==> config.mk <==
export PLATFORM = sky130hd
export DESIGN_NAME = mfps_top
export DESIGN_NICKNAME = d
export VERILOG_FILES = /design/src/verilog/mfps_pkg.sv /design/src/verilog/mfps_irq_drive.sv /design/src/verilog/mfps_apb_regs.sv /design/src/verilog/mfps_top.sv
export SDC_FILE = /design/constraint.sdc
export NUM_CORES = 1
export LEC_CHECK = 0
export ABC_AREA = 1
export CORE_MARGIN = 5
export CORE_UTILIZATION = 60
export DETAILED_ROUTE_END_ITERATION = 10
export DONT_BUFFER_PORTS = 1
export PLACE_DENSITY = 0.76
export SYNTH_ARGS = -nofsm -noshare
export SYNTH_HDL_FRONTEND = slang
export SYNTH_SLANG_ARGS = --single-unit
==> constraint.sdc <==
create_clock -name core_clk -period 2 [get_ports core_clk]
set_input_delay 0.1 -clock core_clk [delete_from_list [all_inputs] [get_ports core_clk]]
set_output_delay 0.1 -clock core_clk [all_outputs]
set_load 0.02 [all_outputs]
==> src/verilog/mfps_pkg.sv <==
// Shared constants and carrier types for the multifunction pin select block
package mfps_pkg;

  // ****************************************
  // Register map
  // ****************************************
  localparam logic [7:0] PIN_CHOICE_OFS = 8'h00; // Pin choice bits, aux device
  localparam logic [7:0] IR_OPTION_OFS = 8'h04; // Infrared option, second uart
  localparam logic [7:0] GLOBAL_ADDR_OFS = 8'h08; // Global address config
  localparam logic [7:0] PAR_IRQ_OFS = 8'h0C; // Parallel irq drive mode
  localparam logic [7:0] PIN_STATUS_OFS = 8'h10; // Read-only pad status

  // Field positions
  localparam int INFRARED_MODE_OUT_BIT = 0; // Infrared mode on density pin
  localparam int DMA3_BIT = 1; // Keyboard bits on dma pins
  localparam int SER_IRQ_BIT = 2; // Parallel irqs instead of serial irq
  localparam int KBC_MODEM_BIT = 3; // Keyboard bits on modem pins
  localparam int IR_RX3_BIT = 4; // Third ir receive on density pin
  localparam int IR_OPT_BIT = 6; // Infrared on uart2 data pins
  localparam int ADDR_QUAL_BIT = 6; // Full 16-bit address qualification
  localparam int PAR_SHARED_BIT = 0; // Enhanced parallel modes enabled

  // Reset values: every pin in its original function
  localparam logic [31:0] PIN_CHOICE_RST = 32'h0000_0000;
  localparam logic [31:0] IR_OPTION_RST = 32'h0000_0000;
  localparam logic [31:0] GLOBAL_ADDR_RST = 32'h0000_0000;
  localparam logic [31:0] PAR_IRQ_RST = 32'h0000_0000;

  // ****************************************
  // Pad and irq indices
  // ****************************************
  localparam int NUM_PADS = 13;
  localparam int PAD_DENSITY = 0;
  localparam int PAD_PCI_CLK = 1;
  localparam int PAD_SER_IRQ = 2;
  localparam int PAD_DACK = 3;
  localparam int PAD_DRQ = 4;
  localparam int PAD_RI = 5;
  localparam int PAD_DCD = 6;
  localparam int PAD_RXD = 7;
  localparam int PAD_TXD = 8;
  localparam int PAD_DSR = 9;
  localparam int PAD_RTS = 10;
  localparam int PAD_CTS = 11;
  localparam int PAD_DTR = 12;

  localparam int NUM_IRQ = 8;
  localparam int IRQ3 = 0;
  localparam int IRQ4 = 1;
  localparam int IRQ5 = 2;
  localparam int IRQ6 = 3;
  localparam int IRQ7 = 4;
  localparam int IRQ10 = 5;
  localparam int IRQ11 = 6;
  localparam int IRQ12 = 7;

  // ****************************************
  // Timing
  // ****************************************
  localparam int CLK_PERIOD_NS = 20; // 50 MHz core clock
  localparam int IRQ_PULSE_NS = 100; // Low pulse on a shared irq pin
  localparam int IRQ_PULSE_CYC = (IRQ_PULSE_NS + CLK_PERIOD_NS - 1) / CLK_PERIOD_NS;
  localparam logic [3:0] IRQ_PULSE_CNT = 4'(IRQ_PULSE_CYC);

  // ****************************************
  // Carrier types
  // ****************************************
  typedef struct packed {
    logic infrared_mode_pin_choice; // Density pin carries infrared_mode_out unless third_ir_rx_choice is set
    logic dma_three_pin_choice; // Dma pins carry keyboard bits
    logic serial_interrupt_choice; // 1: parallel irqs, 0: serial irq
    logic kbc_modem_pin_choice; // Modem pins carry keyboard bits
    logic third_ir_rx_choice; // Density pin is third ir receive
    logic ir_option_choice; // Uart2 data pins are infrared
    logic addr_qual16; // Full 16-bit address qualification
    logic par_irq_shared; // Parallel irqs pulse open drain
  } mfps_cfg_s;

  typedef struct packed {
    logic [NUM_PADS-1:0] o; // Pad output levels
    logic [NUM_PADS-1:0] oe; // Pad output enables
  } mfps_pad_s;

  typedef struct packed {
    logic drive_density_sel_1; // Floppy density select 1
    logic infrared_mode_out; // Infrared mode output
    logic ser_irq_o; // Serial irq drive level
    logic ser_irq_oe; // Serial irq drive enable
    logic dma_ch3_request; // Dma channel 3 request
    logic kbc_port_bit16; // Keyboard controller port bit 16
    logic kbc_port_bit12; // Keyboard controller port bit 12
    logic uart2_transmit_line; // Uart2 transmit data
    logic infrared_transmit; // Infrared transmit data
    logic uart2_req_send_n; // Uart2 request to send
    logic uart2_term_ready_n; // Uart2 terminal ready
  } mfps_fout_s;

  typedef struct packed {
    logic infrared_receive_third; // Third ir receive input
    logic pci_clock_in; // Sampled pci clock level
    logic ser_irq_i; // Serial irq line level
    logic dma_ch3_ack_n; // Dma channel 3 acknowledge
    logic uart2_ring_ind_n; // Uart2 ring indicator
    logic uart2_carrier_det_n; // Uart2 carrier detect
    logic uart2_receive_line; // Uart2 receive data
    logic infrared_receive; // Infrared receive data
    logic uart2_set_ready_n; // Uart2 data set ready
    logic uart2_clear_send_n; // Uart2 clear to send
    logic host_addr_bit_11; // Host address bit 11
    logic host_addr_bit_12; // Host address bit 12
    logic host_addr_bit_13; // Host address bit 13
    logic host_addr_bit_14; // Host address bit 14
    logic host_addr_bit_15; // Host address bit 15
  } mfps_fin_s;

  typedef struct packed {
    logic pready; // Access phase answer
    logic pslverr; // Unmapped or misaligned access, or a write to the read-only status register
    logic [31:0] prdata; // Read data
  } mfps_apb_rsp_s;

endpackage

==> src/verilog/mfps_irq_drive.sv <==
// One parallel interrupt pad driver, push-pull or pulsed open drain
`timescale 1ns/1ns
module mfps_irq_drive (
  input wire logic core_clk, // Core clock
  input wire logic reset, // Synchronous reset, active high
  input wire logic req, // Interrupt request from a function
  input wire logic shared, // Enhanced parallel modes: open drain pulse
  output logic drv_o, // Pad level
  output logic drv_oe // Pad drive enable
);

  typedef struct packed {
    logic req_q; // Previous request for edge detect
    logic [3:0] cnt_q; // Low pulse cycles left
    logic o_q; // Pad level
    logic oe_q; // Pad enable
  } mfps_irq_st_s;

  mfps_irq_st_s st_q;
  mfps_irq_st_s st_d;

  // Next state of the driver
  always_comb begin
    st_d = st_q;
    st_d.req_q = req;
    if (shared) begin
      // Rising request starts a low pulse, then the pad is released
      if (req && !st_q.req_q) begin
        st_d.cnt_q = mfps_pkg::IRQ_PULSE_CNT;
      end else if (st_q.cnt_q != 4'h0) begin
        st_d.cnt_q = st_q.cnt_q - 4'h1;
      end
      st_d.o_q = 1'b0;
      st_d.oe_q = (st_d.cnt_q != 4'h0);
    end else begin
      // Active drive of the request level
      st_d.cnt_q = 4'h0;
      st_d.o_q = req;
      st_d.oe_q = 1'b1;
    end
  end

  // State register
  always_ff @(posedge core_clk) begin
    if (reset) begin
      st_q <= '0;
    end else begin
      st_q <= st_d;
    end
  end

  assign drv_o = st_q.o_q;
  assign drv_oe = st_q.oe_q;

endmodule

==> src/verilog/mfps_apb_regs.sv <==
// APB register slave holding the pin choice configuration
`timescale 1ns/1ns
module mfps_apb_regs (
  input wire logic core_clk, // Core clock
  input wire logic reset, // Synchronous reset, active high
  input wire logic psel, // APB select
  input wire logic penable, // APB enable
  input wire logic pwrite, // APB direction
  input wire logic [7:0] paddr, // APB byte address
  input wire logic [31:0] pwdata, // APB write data
  input wire logic [31:0] status, // Pad status for readback
  output mfps_pkg::mfps_apb_rsp_s rsp, // Registered APB answer
  output mfps_pkg::mfps_cfg_s cfg // Configuration bits
);

  typedef struct packed {
    mfps_pkg::mfps_apb_rsp_s rsp; // Answer
    mfps_pkg::mfps_cfg_s cfg; // Configuration
  } mfps_reg_st_s;

  mfps_reg_st_s st_q;
  mfps_reg_st_s st_d;

  // Reset image of the configuration
  function automatic mfps_pkg::mfps_cfg_s cfg_reset();
    mfps_pkg::mfps_cfg_s c;
    c.infrared_mode_pin_choice = mfps_pkg::PIN_CHOICE_RST[mfps_pkg::INFRARED_MODE_OUT_BIT];
    c.dma_three_pin_choice = mfps_pkg::PIN_CHOICE_RST[mfps_pkg::DMA3_BIT];
    c.serial_interrupt_choice = mfps_pkg::PIN_CHOICE_RST[mfps_pkg::SER_IRQ_BIT];
    c.kbc_modem_pin_choice = mfps_pkg::PIN_CHOICE_RST[mfps_pkg::KBC_MODEM_BIT];
    c.third_ir_rx_choice = mfps_pkg::PIN_CHOICE_RST[mfps_pkg::IR_RX3_BIT];
    c.ir_option_choice = mfps_pkg::IR_OPTION_RST[mfps_pkg::IR_OPT_BIT];
    c.addr_qual16 = mfps_pkg::GLOBAL_ADDR_RST[mfps_pkg::ADDR_QUAL_BIT];
    c.par_irq_shared = mfps_pkg::PAR_IRQ_RST[mfps_pkg::PAR_SHARED_BIT];
    return c;
  endfunction

  // Decode, one wait state, write at the pready edge
  always_comb begin
    logic hit;
    logic [31:0] rd;
    hit = 1'b1;
    rd = 32'h0000_0000;
    st_d = st_q;
    st_d.rsp.pready = 1'b0;
    st_d.rsp.pslverr = 1'b0;
    // Read image of each register
    case (paddr)
      mfps_pkg::PIN_CHOICE_OFS: begin
        rd[mfps_pkg::INFRARED_MODE_OUT_BIT] = st_q.cfg.infrared_mode_pin_choice;
        rd[mfps_pkg::DMA3_BIT] = st_q.cfg.dma_three_pin_choice;
        rd[mfps_pkg::SER_IRQ_BIT] = st_q.cfg.serial_interrupt_choice;
        rd[mfps_pkg::KBC_MODEM_BIT] = st_q.cfg.kbc_modem_pin_choice;
        rd[mfps_pkg::IR_RX3_BIT] = st_q.cfg.third_ir_rx_choice;
      end
      mfps_pkg::IR_OPTION_OFS: rd[mfps_pkg::IR_OPT_BIT] = st_q.cfg.ir_option_choice;
      mfps_pkg::GLOBAL_ADDR_OFS: rd[mfps_pkg::ADDR_QUAL_BIT] = st_q.cfg.addr_qual16;
      mfps_pkg::PAR_IRQ_OFS: rd[mfps_pkg::PAR_SHARED_BIT] = st_q.cfg.par_irq_shared;
      mfps_pkg::PIN_STATUS_OFS: rd = status;
      default: hit = 1'b0; // Unmapped: error, reads zero
    endcase
    if (psel && penable && !st_q.rsp.pready) begin
      // Answer one cycle into the access phase
      st_d.rsp.pready = 1'b1;
      st_d.rsp.pslverr = !hit || (pwrite && paddr == mfps_pkg::PIN_STATUS_OFS);
      st_d.rsp.prdata = (pwrite || !hit) ? 32'h0000_0000 : rd;
    end
    if (psel && penable && st_q.rsp.pready && pwrite) begin
      // Write takes effect at the completing edge
      case (paddr)
        mfps_pkg::PIN_CHOICE_OFS: begin
          st_d.cfg.infrared_mode_pin_choice = pwdata[mfps_pkg::INFRARED_MODE_OUT_BIT];
          st_d.cfg.dma_three_pin_choice = pwdata[mfps_pkg::DMA3_BIT];
          st_d.cfg.serial_interrupt_choice = pwdata[mfps_pkg::SER_IRQ_BIT];
          st_d.cfg.kbc_modem_pin_choice = pwdata[mfps_pkg::KBC_MODEM_BIT];
          st_d.cfg.third_ir_rx_choice = pwdata[mfps_pkg::IR_RX3_BIT];
        end
        mfps_pkg::IR_OPTION_OFS: st_d.cfg.ir_option_choice = pwdata[mfps_pkg::IR_OPT_BIT];
        mfps_pkg::GLOBAL_ADDR_OFS: st_d.cfg.addr_qual16 = pwdata[mfps_pkg::ADDR_QUAL_BIT];
        mfps_pkg::PAR_IRQ_OFS: st_d.cfg.par_irq_shared = pwdata[mfps_pkg::PAR_SHARED_BIT];
        default: st_d.cfg = st_q.cfg; // Read-only or unmapped
      endcase
    end
  end

  // State register
  always_ff @(posedge core_clk) begin
    if (reset) begin
      st_q.rsp <= '0;
      st_q.cfg <= cfg_reset();
    end else begin
      st_q <= st_d;
    end
  end

  assign rsp = st_q.rsp;
  assign cfg = st_q.cfg;

endmodule

==> src/verilog/mfps_top.sv <==
// Multifunction pin select: routes thirteen shared pads to internal functions
`timescale 1ns/1ns
module mfps_top (
  input wire logic core_clk, // Core clock, 50 MHz
  input wire logic reset, // Synchronous reset, active high
  input wire logic psel, // APB select
  input wire logic penable, // APB enable
  input wire logic pwrite, // APB direction
  input wire logic [7:0] paddr, // APB byte address
  input wire logic [31:0] pwdata, // APB write data
  output logic [31:0] prdata, // APB read data
  output logic pready, // APB ready
  output logic pslverr, // APB error
  input wire logic [12:0] pad_i, // Pad input levels
  output mfps_pkg::mfps_pad_s pad, // Pad output levels and enables
  input wire logic chip_select_n, // Chip select pad
  input wire logic [7:0] par_irq_req, // Parallel irq requests, irq3..irq12
  input wire mfps_pkg::mfps_fout_s fout, // Outputs of internal functions
  output mfps_pkg::mfps_fin_s fin // Inputs to internal functions
);

  // ****************************************
  // State
  // ****************************************
  typedef struct packed {
    logic [12:0] meta_q; // First synchroniser stage
    logic [12:0] sync_q; // Second synchroniser stage
    logic cs_meta_q; // Chip select first stage
    logic cs_sync_q; // Chip select second stage
    mfps_pkg::mfps_pad_s pad_q; // Registered pad drive
    mfps_pkg::mfps_fin_s fin_q; // Registered function inputs
  } mfps_top_st_s;

  mfps_top_st_s st_q;
  mfps_top_st_s st_d;

  mfps_pkg::mfps_cfg_s cfg; // Configuration from the registers
  mfps_pkg::mfps_apb_rsp_s rsp; // APB answer
  logic [7:0] irq_o; // Irq driver levels
  logic [7:0] irq_oe; // Irq driver enables
  logic [31:0] status; // Readback image

  // ****************************************
  // Register slave
  // ****************************************
  mfps_apb_regs mfps_apb_regs_i (
    .core_clk(core_clk),
    .reset(reset),
    .psel(psel),
    .penable(penable),
    .pwrite(pwrite),
    .paddr(paddr),
    .pwdata(pwdata),
    .status(status),
    .rsp(rsp),
    .cfg(cfg)
  );

  // Status: enables above, synchronised pad levels below
  assign status = {3'h0, st_q.pad_q.oe, 3'h0, st_q.sync_q};

  // ****************************************
  // Parallel irq drivers
  // ****************************************
  genvar gi;
  generate
    for (gi = 0; gi < mfps_pkg::NUM_IRQ; gi = gi + 1) begin : g_irq
      mfps_irq_drive mfps_irq_drive_i (
        .core_clk(core_clk),
        .reset(reset),
        .req(par_irq_req[gi]),
        .shared(cfg.par_irq_shared),
        .drv_o(irq_o[gi]),
        .drv_oe(irq_oe[gi])
      );
    end
  endgenerate

  // ****************************************
  // Pad routing
  // ****************************************
  // One assignment per pad path, so no pad has two drivers
  always_comb begin
    logic [12:0] s;
    logic par_irq;
    logic addr_mode;
    s = st_q.sync_q;
    par_irq = cfg.serial_interrupt_choice;
    addr_mode = cfg.addr_qual16;
    st_d = st_q;
    // Synchronisers: first stage read only by the second
    st_d.meta_q = pad_i;
    st_d.sync_q = st_q.meta_q;
    st_d.cs_meta_q = chip_select_n;
    st_d.cs_sync_q = st_q.cs_meta_q;
    // Default: nothing driven, inputs inactive
    st_d.pad_q.o = 13'h0000;
    st_d.pad_q.oe = 13'h0000;
    st_d.fin_q = '0;
    st_d.fin_q.pci_clock_in = 1'b0;
    st_d.fin_q.ser_irq_i = 1'b0;
    st_d.fin_q.dma_ch3_ack_n = 1'b1;
    st_d.fin_q.uart2_ring_ind_n = 1'b1;
    st_d.fin_q.uart2_carrier_det_n = 1'b1;
    st_d.fin_q.uart2_receive_line = 1'b1;
    st_d.fin_q.infrared_receive = 1'b0;
    st_d.fin_q.uart2_set_ready_n = 1'b1;
    st_d.fin_q.uart2_clear_send_n = 1'b1;

    // Density pin; third ir receive wins over infrared_mode_out
    if (cfg.third_ir_rx_choice) begin
      st_d.fin_q.infrared_receive_third = s[mfps_pkg::PAD_DENSITY];
    end else if (cfg.infrared_mode_pin_choice) begin
      st_d.pad_q.o[mfps_pkg::PAD_DENSITY] = fout.infrared_mode_out;
      st_d.pad_q.oe[mfps_pkg::PAD_DENSITY] = 1'b1;
    end else begin
      st_d.pad_q.o[mfps_pkg::PAD_DENSITY] = fout.drive_density_sel_1;
      st_d.pad_q.oe[mfps_pkg::PAD_DENSITY] = 1'b1;
    end

    // Pci clock and serial irq pins
    if (par_irq) begin
      st_d.pad_q.o[mfps_pkg::PAD_PCI_CLK] = irq_o[mfps_pkg::IRQ4];
      st_d.pad_q.oe[mfps_pkg::PAD_PCI_CLK] = irq_oe[mfps_pkg::IRQ4];
      st_d.pad_q.o[mfps_pkg::PAD_SER_IRQ] = irq_o[mfps_pkg::IRQ3];
      st_d.pad_q.oe[mfps_pkg::PAD_SER_IRQ] = irq_oe[mfps_pkg::IRQ3];
    end else begin
      st_d.fin_q.pci_clock_in = s[mfps_pkg::PAD_PCI_CLK];
      st_d.fin_q.ser_irq_i = s[mfps_pkg::PAD_SER_IRQ];
      st_d.pad_q.o[mfps_pkg::PAD_SER_IRQ] = fout.ser_irq_o;
      st_d.pad_q.oe[mfps_pkg::PAD_SER_IRQ] = fout.ser_irq_oe;
    end

    // Dma channel 3 pins
    if (cfg.dma_three_pin_choice) begin
      st_d.pad_q.o[mfps_pkg::PAD_DACK] = fout.kbc_port_bit16;
      st_d.pad_q.oe[mfps_pkg::PAD_DACK] = 1'b1;
      st_d.pad_q.o[mfps_pkg::PAD_DRQ] = fout.kbc_port_bit12;
      st_d.pad_q.oe[mfps_pkg::PAD_DRQ] = 1'b1;
    end else begin
      st_d.fin_q.dma_ch3_ack_n = s[mfps_pkg::PAD_DACK];
      st_d.pad_q.o[mfps_pkg::PAD_DRQ] = fout.dma_ch3_request;
      st_d.pad_q.oe[mfps_pkg::PAD_DRQ] = 1'b1;
    end

    // Ring and carrier pins; keyboard bits win over irqs
    if (cfg.kbc_modem_pin_choice) begin
      st_d.pad_q.o[mfps_pkg::PAD_RI] = fout.kbc_port_bit16;
      st_d.pad_q.oe[mfps_pkg::PAD_RI] = 1'b1;
      st_d.pad_q.o[mfps_pkg::PAD_DCD] = fout.kbc_port_bit12;
      st_d.pad_q.oe[mfps_pkg::PAD_DCD] = 1'b1;
    end else if (par_irq) begin
      st_d.pad_q.o[mfps_pkg::PAD_RI] = irq_o[mfps_pkg::IRQ12];
      st_d.pad_q.oe[mfps_pkg::PAD_RI] = irq_oe[mfps_pkg::IRQ12];
      st_d.pad_q.o[mfps_pkg::PAD_DCD] = irq_o[mfps_pkg::IRQ11];
      st_d.pad_q.oe[mfps_pkg::PAD_DCD] = irq_oe[mfps_pkg::IRQ11];
    end else begin
      st_d.fin_q.uart2_ring_ind_n = s[mfps_pkg::PAD_RI];
      st_d.fin_q.uart2_carrier_det_n = s[mfps_pkg::PAD_DCD];
    end

    // Uart2 data pins
    if (cfg.ir_option_choice) begin
      st_d.fin_q.infrared_receive = s[mfps_pkg::PAD_RXD];
      st_d.pad_q.o[mfps_pkg::PAD_TXD] = fout.infrared_transmit;
    end else begin
      st_d.fin_q.uart2_receive_line = s[mfps_pkg::PAD_RXD];
      st_d.pad_q.o[mfps_pkg::PAD_TXD] = fout.uart2_transmit_line;
    end
    st_d.pad_q.oe[mfps_pkg::PAD_TXD] = 1'b1;

    // Remaining modem pins; address mode wins over irqs
    if (addr_mode) begin
      st_d.fin_q.host_addr_bit_15 = s[mfps_pkg::PAD_DSR];
      st_d.fin_q.host_addr_bit_12 = s[mfps_pkg::PAD_RTS];
      st_d.fin_q.host_addr_bit_13 = s[mfps_pkg::PAD_CTS];
      st_d.fin_q.host_addr_bit_14 = s[mfps_pkg::PAD_DTR];
      st_d.fin_q.host_addr_bit_11 = st_q.cs_sync_q;
    end else if (par_irq) begin
      st_d.pad_q.o[mfps_pkg::PAD_DSR] = irq_o[mfps_pkg::IRQ10];
      st_d.pad_q.oe[mfps_pkg::PAD_DSR] = irq_oe[mfps_pkg::IRQ10];
      st_d.pad_q.o[mfps_pkg::PAD_RTS] = irq_o[mfps_pkg::IRQ5];
      st_d.pad_q.oe[mfps_pkg::PAD_RTS] = irq_oe[mfps_pkg::IRQ5];
      st_d.pad_q.o[mfps_pkg::PAD_CTS] = irq_o[mfps_pkg::IRQ6];
      st_d.pad_q.oe[mfps_pkg::PAD_CTS] = irq_oe[mfps_pkg::IRQ6];
      st_d.pad_q.o[mfps_pkg::PAD_DTR] = irq_o[mfps_pkg::IRQ7];
      st_d.pad_q.oe[mfps_pkg::PAD_DTR] = irq_oe[mfps_pkg::IRQ7];
    end else begin
      st_d.fin_q.uart2_set_ready_n = s[mfps_pkg::PAD_DSR];
      st_d.fin_q.uart2_clear_send_n = s[mfps_pkg::PAD_CTS];
      st_d.pad_q.o[mfps_pkg::PAD_RTS] = fout.uart2_req_send_n;
      st_d.pad_q.oe[mfps_pkg::PAD_RTS] = 1'b1;
      st_d.pad_q.o[mfps_pkg::PAD_DTR] = fout.uart2_term_ready_n;
      st_d.pad_q.oe[mfps_pkg::PAD_DTR] = 1'b1;
    end

    // Reset: pads quiet, function inputs cleared
    if (reset) begin
      st_d.pad_q = '0;
      st_d.fin_q = '0;
    end
  end

  // ****************************************
  // State register
  // ****************************************
  // Reset is folded into the next state, so synchronisers keep the pad levels
  // and no false active-low input follows the release
  always_ff @(posedge core_clk) begin
    st_q <= st_d;
  end

  // Outputs straight from flops
  assign pad = st_q.pad_q;
  assign fin = st_q.fin_q;
  assign prdata = rsp.prdata;
  assign pready = rsp.pready;
  assign pslverr = rsp.pslverr;

endmodule

Yosys cells after proc, flatten, opt, wreduce, memory -nomap -nowiden. Index checks and enable logic that the tools add are counted.

Logic and storage cells: 219. Register bits: 167. Bits of input ports: 78. Output and inout port bits: 75.

Multiplexer cells: 67. Bitwise gates (word level): 7. Reduce and logical (&&, ||, !) cells: 59. Eq/ne operators: 4. Add/subtract/negate cells: 8.

Operators by type and width (number): 2-to-1 mux 4 bit (24); nonzero test 4 bit (16); 2-to-1 mux 34 bit (1); subtractor 4 x 1 -> 4 bit, second input constant (8); 2-to-1 mux 29 bit (1); 2-to-1 mux 1 bit (26); 2-to-1 mux 24 bit (1); 2-to-1 mux 22 bit (1); OR reduction 2 bit (11); 2-to-1 mux 2 bit (9); equality test 8 x 4 -> 1 bit, second input constant (2); logical AND 1 bit (13); zero test 1 bit (10); equality test 8 x 3 -> 1 bit, second input constant (1); equality test 8 x 5 -> 1 bit, second input constant (1); zero test 8 bit (1); one-hot mux 4 bit (2 select lines) (1); AND reduction 2 bit (4); NOT 1 bit (7); one-hot mux 1 bit (3 select lines) (2); 2-to-1 mux 5 bit (1); OR reduction 5 bit (1); OR reduction 3 bit (1); logical OR 1 bit (2).

Depth between registers and ports, before layout.
Word-level depth: 7. Gate-level depth with buffers: 10. Gate-level depth less buffers: 9.

Modules after synthesis. A second synthesis with hierarchy kept.

Cells, all modules: 835. Area, all modules: 6515.0 µm².

By module, submodules not included: mfps_irq_drive (cells each 47, instances 8, area an instance 331.6 µm², seq. area each 140.1 µm²); mfps_top (cells each 214, instances 1, area an instance 2053.2 µm², seq. area each 1321.3 µm²); mfps_apb_regs (cells each 245, instances 1, area an instance 1809.2 µm², seq. area each 840.8 µm²).

Worst setup path after synthesis. Ideal clock, no wire load.

Kind: register to register. Start point: register mfps_apb_regs_i.rsp[33] (netlist name). End point: register mfps_apb_regs_i.cfg[1] (netlist name). Arrival time: 1.139 ns. Path slack: 0.748 ns. Library setup time: 0.113 ns. Data required time: 1.887 ns. Period minus slack after synthesis: 1.252 ns. Cell stages (with the launch flop): 8. Path buffers: 0. Path through: dfxtp_1 > nand2_1 > nor2_1 > inv_1 > nor4_1 > nand2_1 > nand2_1 > nor2_1.

Cells in the longest elaborated chain, start to end: 3.

RTL lines: logical AND 1 bit (2 in series) (line mfps_apb_regs.sv:68) `if (psel && penable && st_q.rsp.pready && pwrite) begin`; AND reduction 2 bit (no source line).

No other way between the ends. A chain may end at the register's enable or synchronous reset.

Final worst setup path.
Start point: input paddr[6]. End point: register mfps_apb_regs_i.cfg[5] (netlist name).

Cells in the longest elaborated chain, start to end: 2.

RTL lines: start: declaration (line mfps_top.sv:9) `input wire logic [7:0] paddr,`; zero test 8 bit (line mfps_apb_regs.sv:70) `case (paddr)`; AND reduction 2 bit (no source line).

No other way between the ends.

==> results.txt <==
Global Route Usage Sum: 22.8%
Vias in the first global route: 4571
H-tree depth: 4
Largest area contributor in the netlist: dfxtp_1
Psw: 1.58 mW
Internal cell power: 5.01 mW
Number of buffers and inverters on the critical path: 2
Final Hold Vio Count: 0
Design Power: 6.59 mW
DR WL/cell: 15.0 um
CP Cell Sequence: dlygate4sd3_1, nor2_1, dlygate4sd3_1, nand2_1, nor2_2, nand2_2, o21ai_0, a21oi_1
Number of synthesized flops with an enable pin: 0
Share of layout cells above drive strength 1: 10.9%
Clk sinks: 156
Most used cell, CP: dlygate4sd3_1
Die X-Extent: 110 um
Startpoint types: input port
Flops & latches, synth: 156
Critical Path End Type: flop
Initial antenna violation count: 0
CTS root buf: clkbuf_8
Sequential Power Share: 49.2%
LEAKAGE: 3.01 nW
RSZ-0062 raised after global routing: false
Post-route ant nets: 0
Final TNS setup: 0 ns
Largest net degree at the start of global routing: 59
YS warnings: 0
Yosys top cell area share: 51.8%
Post-synthesis sequential area ratio: 51.8%
TritonCTS clock tree: yes
RR Endpoint: mfps_apb_regs_i.cfg[1]
Hold wc startpoint: paddr[3]
First-pass GRT wire length: 21.4 mm
Filler cells: 720
Post-Place Worst Slack: 0.463 ns
Mapped Area: 6030 um2
Pwr per Cell Area: 946 nW/um2
Worst-path clk slew: 0.07 ns
Largest cells by area after synthesis: dfxtp_1 52%, nor2_1 8.7%, nand2_1 6.6%
Starting density of the core: 61.7%
Kind of cell adding the most delay to the critical path: buffers and inverters
WP data required: 2.39 ns
Area growth syn-to-layout: 15.5%
Critical path depth: 8
Switching Share: 24.0%
Highest Clock Rate: 529 MHz
Yosys cell types: 31
Drt via density: 5.19
R2R cell count: 7
DIE AREA: 12200 um2
Die Y: 110 um
WS Path Type: in2reg
Hold Crit Class: in2reg
Clock skew: 0.00932 ns
Total CTS buffers: 17
DR pass1 iterations: 6
Core ar.: 9770 um2
Design area: 6970 um2
Top-Level Pins: 153
Clock Power Share: 46.4%
Tcrit/Tclk final: 94.5%
GR Overflow Total: 0
Slowest stage cell on the critical path: dlygate4sd3_1
Vias: 4819
Status: finished clean
Residual DRC: 0
Setup Viol. Count Final: 0
Clk_lat worst skew: 0.53 ns
CP startpoint: paddr[6]
1st-iter DRT viols: 445
Commonest cells post-synth: 156 x dfxtp_1, 140 x nor2_1, 106 x nand2_1
FFs w/ async S/R, synth: 0%
R2R Path Start: mfps_apb_regs_i.rsp[33]
Fin. max-slew vios: 0
Main flop type after synthesis: dfxtp_1
Drt total wl: 13.9 mm
Slew @ Worst Pin: 0.567 ns
Top-count cell post-synth: dfxtp_1
Core Util, Final: 71.3%
Post-DP Area: 5810 um2
Fin crit period: 1.89 ns
Critical path arrival: 2.28 ns
Synthesized area per cell: 7.95 um2
Critical Path End: mfps_apb_regs_i.cfg[5]
Detail Placement HPWL: 8.99 mm
Rows: 36
Worst R2R Setup Slack: 0.45 ns
Crit-path max cell delay: 0.57 ns
Worst rel slew slack: 62.2%
Gate power share: 4.4%
Worst-case vdd ir drop: 0.506 mV
Placed Cells: 839
Crit-path max FO: 9
Fin cells: 928
Port Buffer Count: 0
Ant. Diodes: 0
Max_cap viols: 0
Clk buf depth: 2
Gpl congestion: 0.854
Final WS setup: 0.110 ns
Worst hold slack: 0.0262 ns
Nets@finish: 868
Post-Synthesis Cells: 759
[area by class of cell]
type | instances | area [um2] | share of cell area [%]
Sequential cell | 156 | 3120 | 44.8
Multi-Input combinational cell | 440 | 2100 | 30.2
Timing Repair Buffer | 61 | 611 | 8.77
Clock buffer | 18 | 418 | 6.00
Inverter | 106 | 398 | 5.71
Tap cell | 133 | 166 | 2.39
Clock inverter | 14 | 149 | 2.14
[worst min-delay path by stage]
stage	end	slack, ns	depth (start not counted)
after floorplan	st_d[41]	0.13	0
after global placement	st_d[52]	0.13	0
after detailed placement	st_d[54]	0.13	0
after CTS	mfps_apb_regs_i.rsp[3]	0.000007	7
after global routing	mfps_apb_regs_i.rsp[3]	0.06	7
final	mfps_apb_regs_i.rsp[3]	0.03	7
[per-layer routing]
layer	vias to the layer above	routed length (um)	share of wire, %	track usage, %
met5	-	0	0	0
met4	0	286	2.1	7.65
met1	2205	5550	40	27.0
li1	2350	-	-	-
met2	229	6780	49	39.3
met3	35	1310	9.4	6.81
[kinds of logic (layout without fill, tap and decap cells)]
family	count (synthesis)	count (layout)	synth area share [%]
xor gates and xnor gates	3	3	0.436
DFF	156	156	51.8
buffers and inverters	172	199	14.1
other	1	9	0.0622
adders and majority gates	8	8	1.66
and+or+nand+nor	325	326	23.1
AOI/OAI and AO/OA	94	94	8.92
[state kept, by name, indices dropped and copies added, names as in the netlist]
| name | count |
|---|---|
| g_irq.mfps_irq_drive_i.st_q | 40 |
| mfps_apb_regs_i.rsp | 26 |
| pad | 23 |
| fin | 15 |
| st_d | 14 |
| st_q | 14 |
| g_irq.mfps_irq_drive_i.drv_o | 8 |
| g_irq.mfps_irq_drive_i.drv_oe | 8 |
| mfps_apb_regs_i.cfg | 8 |
[power groups by stage]
stage	registers (mW)	logic (mW)	clock network (mW)
2_1_floorplan	3.27	0.225	0
3_3_place_gp	3.31	0.162	0
3_5_place_dp	3.31	0.169	0
4_1_cts	3.24	0.281	3.09
5_1_grt	3.25	0.318	3.23
6_report	3.24	0.290	3.06
[tightest hold or removal path: cells and delay by family]
kind | cells | cell delay, ns
simple gates | 5 | 0.35
buf+inv | 1 | 0.02
compound gates | 1 | 0.04
[placed cells by master (no fill, tap or decap), types with 2 or more instances in the layout]
| master | n |
|---|---|
| o21ai_0 | 28 |
| inv_6 | 6 |
| ha_1 | 8 |
| dfxtp_1 | 156 |
| clkinv_1 | 3 |
| nor2_4 | 3 |
| inv_2 | 6 |
| xor2_1 | 3 |
| clkinv_4 | 5 |
| dlygate4sd3_1 | 51 |
| clkbuf_16 | 16 |
| nand4_1 | 6 |
| nor2_1 | 140 |
| buf_4 | 8 |
| nor2_2 | 2 |
| a21oi_1 | 42 |
| nand2_2 | 15 |
| a21oi_2 | 10 |
| or2_2 | 10 |
| inv_1 | 97 |
| nor3_1 | 2 |
| inv_8 | 2 |
| o211ai_1 | 9 |
| a31oi_1 | 4 |
| nand3_1 | 38 |
| and3_1 | 2 |
| nand2_1 | 106 |
| conb_1 | 9 |
[repair_timing]
action	4_1_cts	5_1_grt
hold buffers	53	0
buffers inserted	0	3
setup endpoints to repair	0	23
resized for setup	0	1
endpoints found under the hold margin	112	0
No activity file was read; power rests on OpenSTA's default activity.
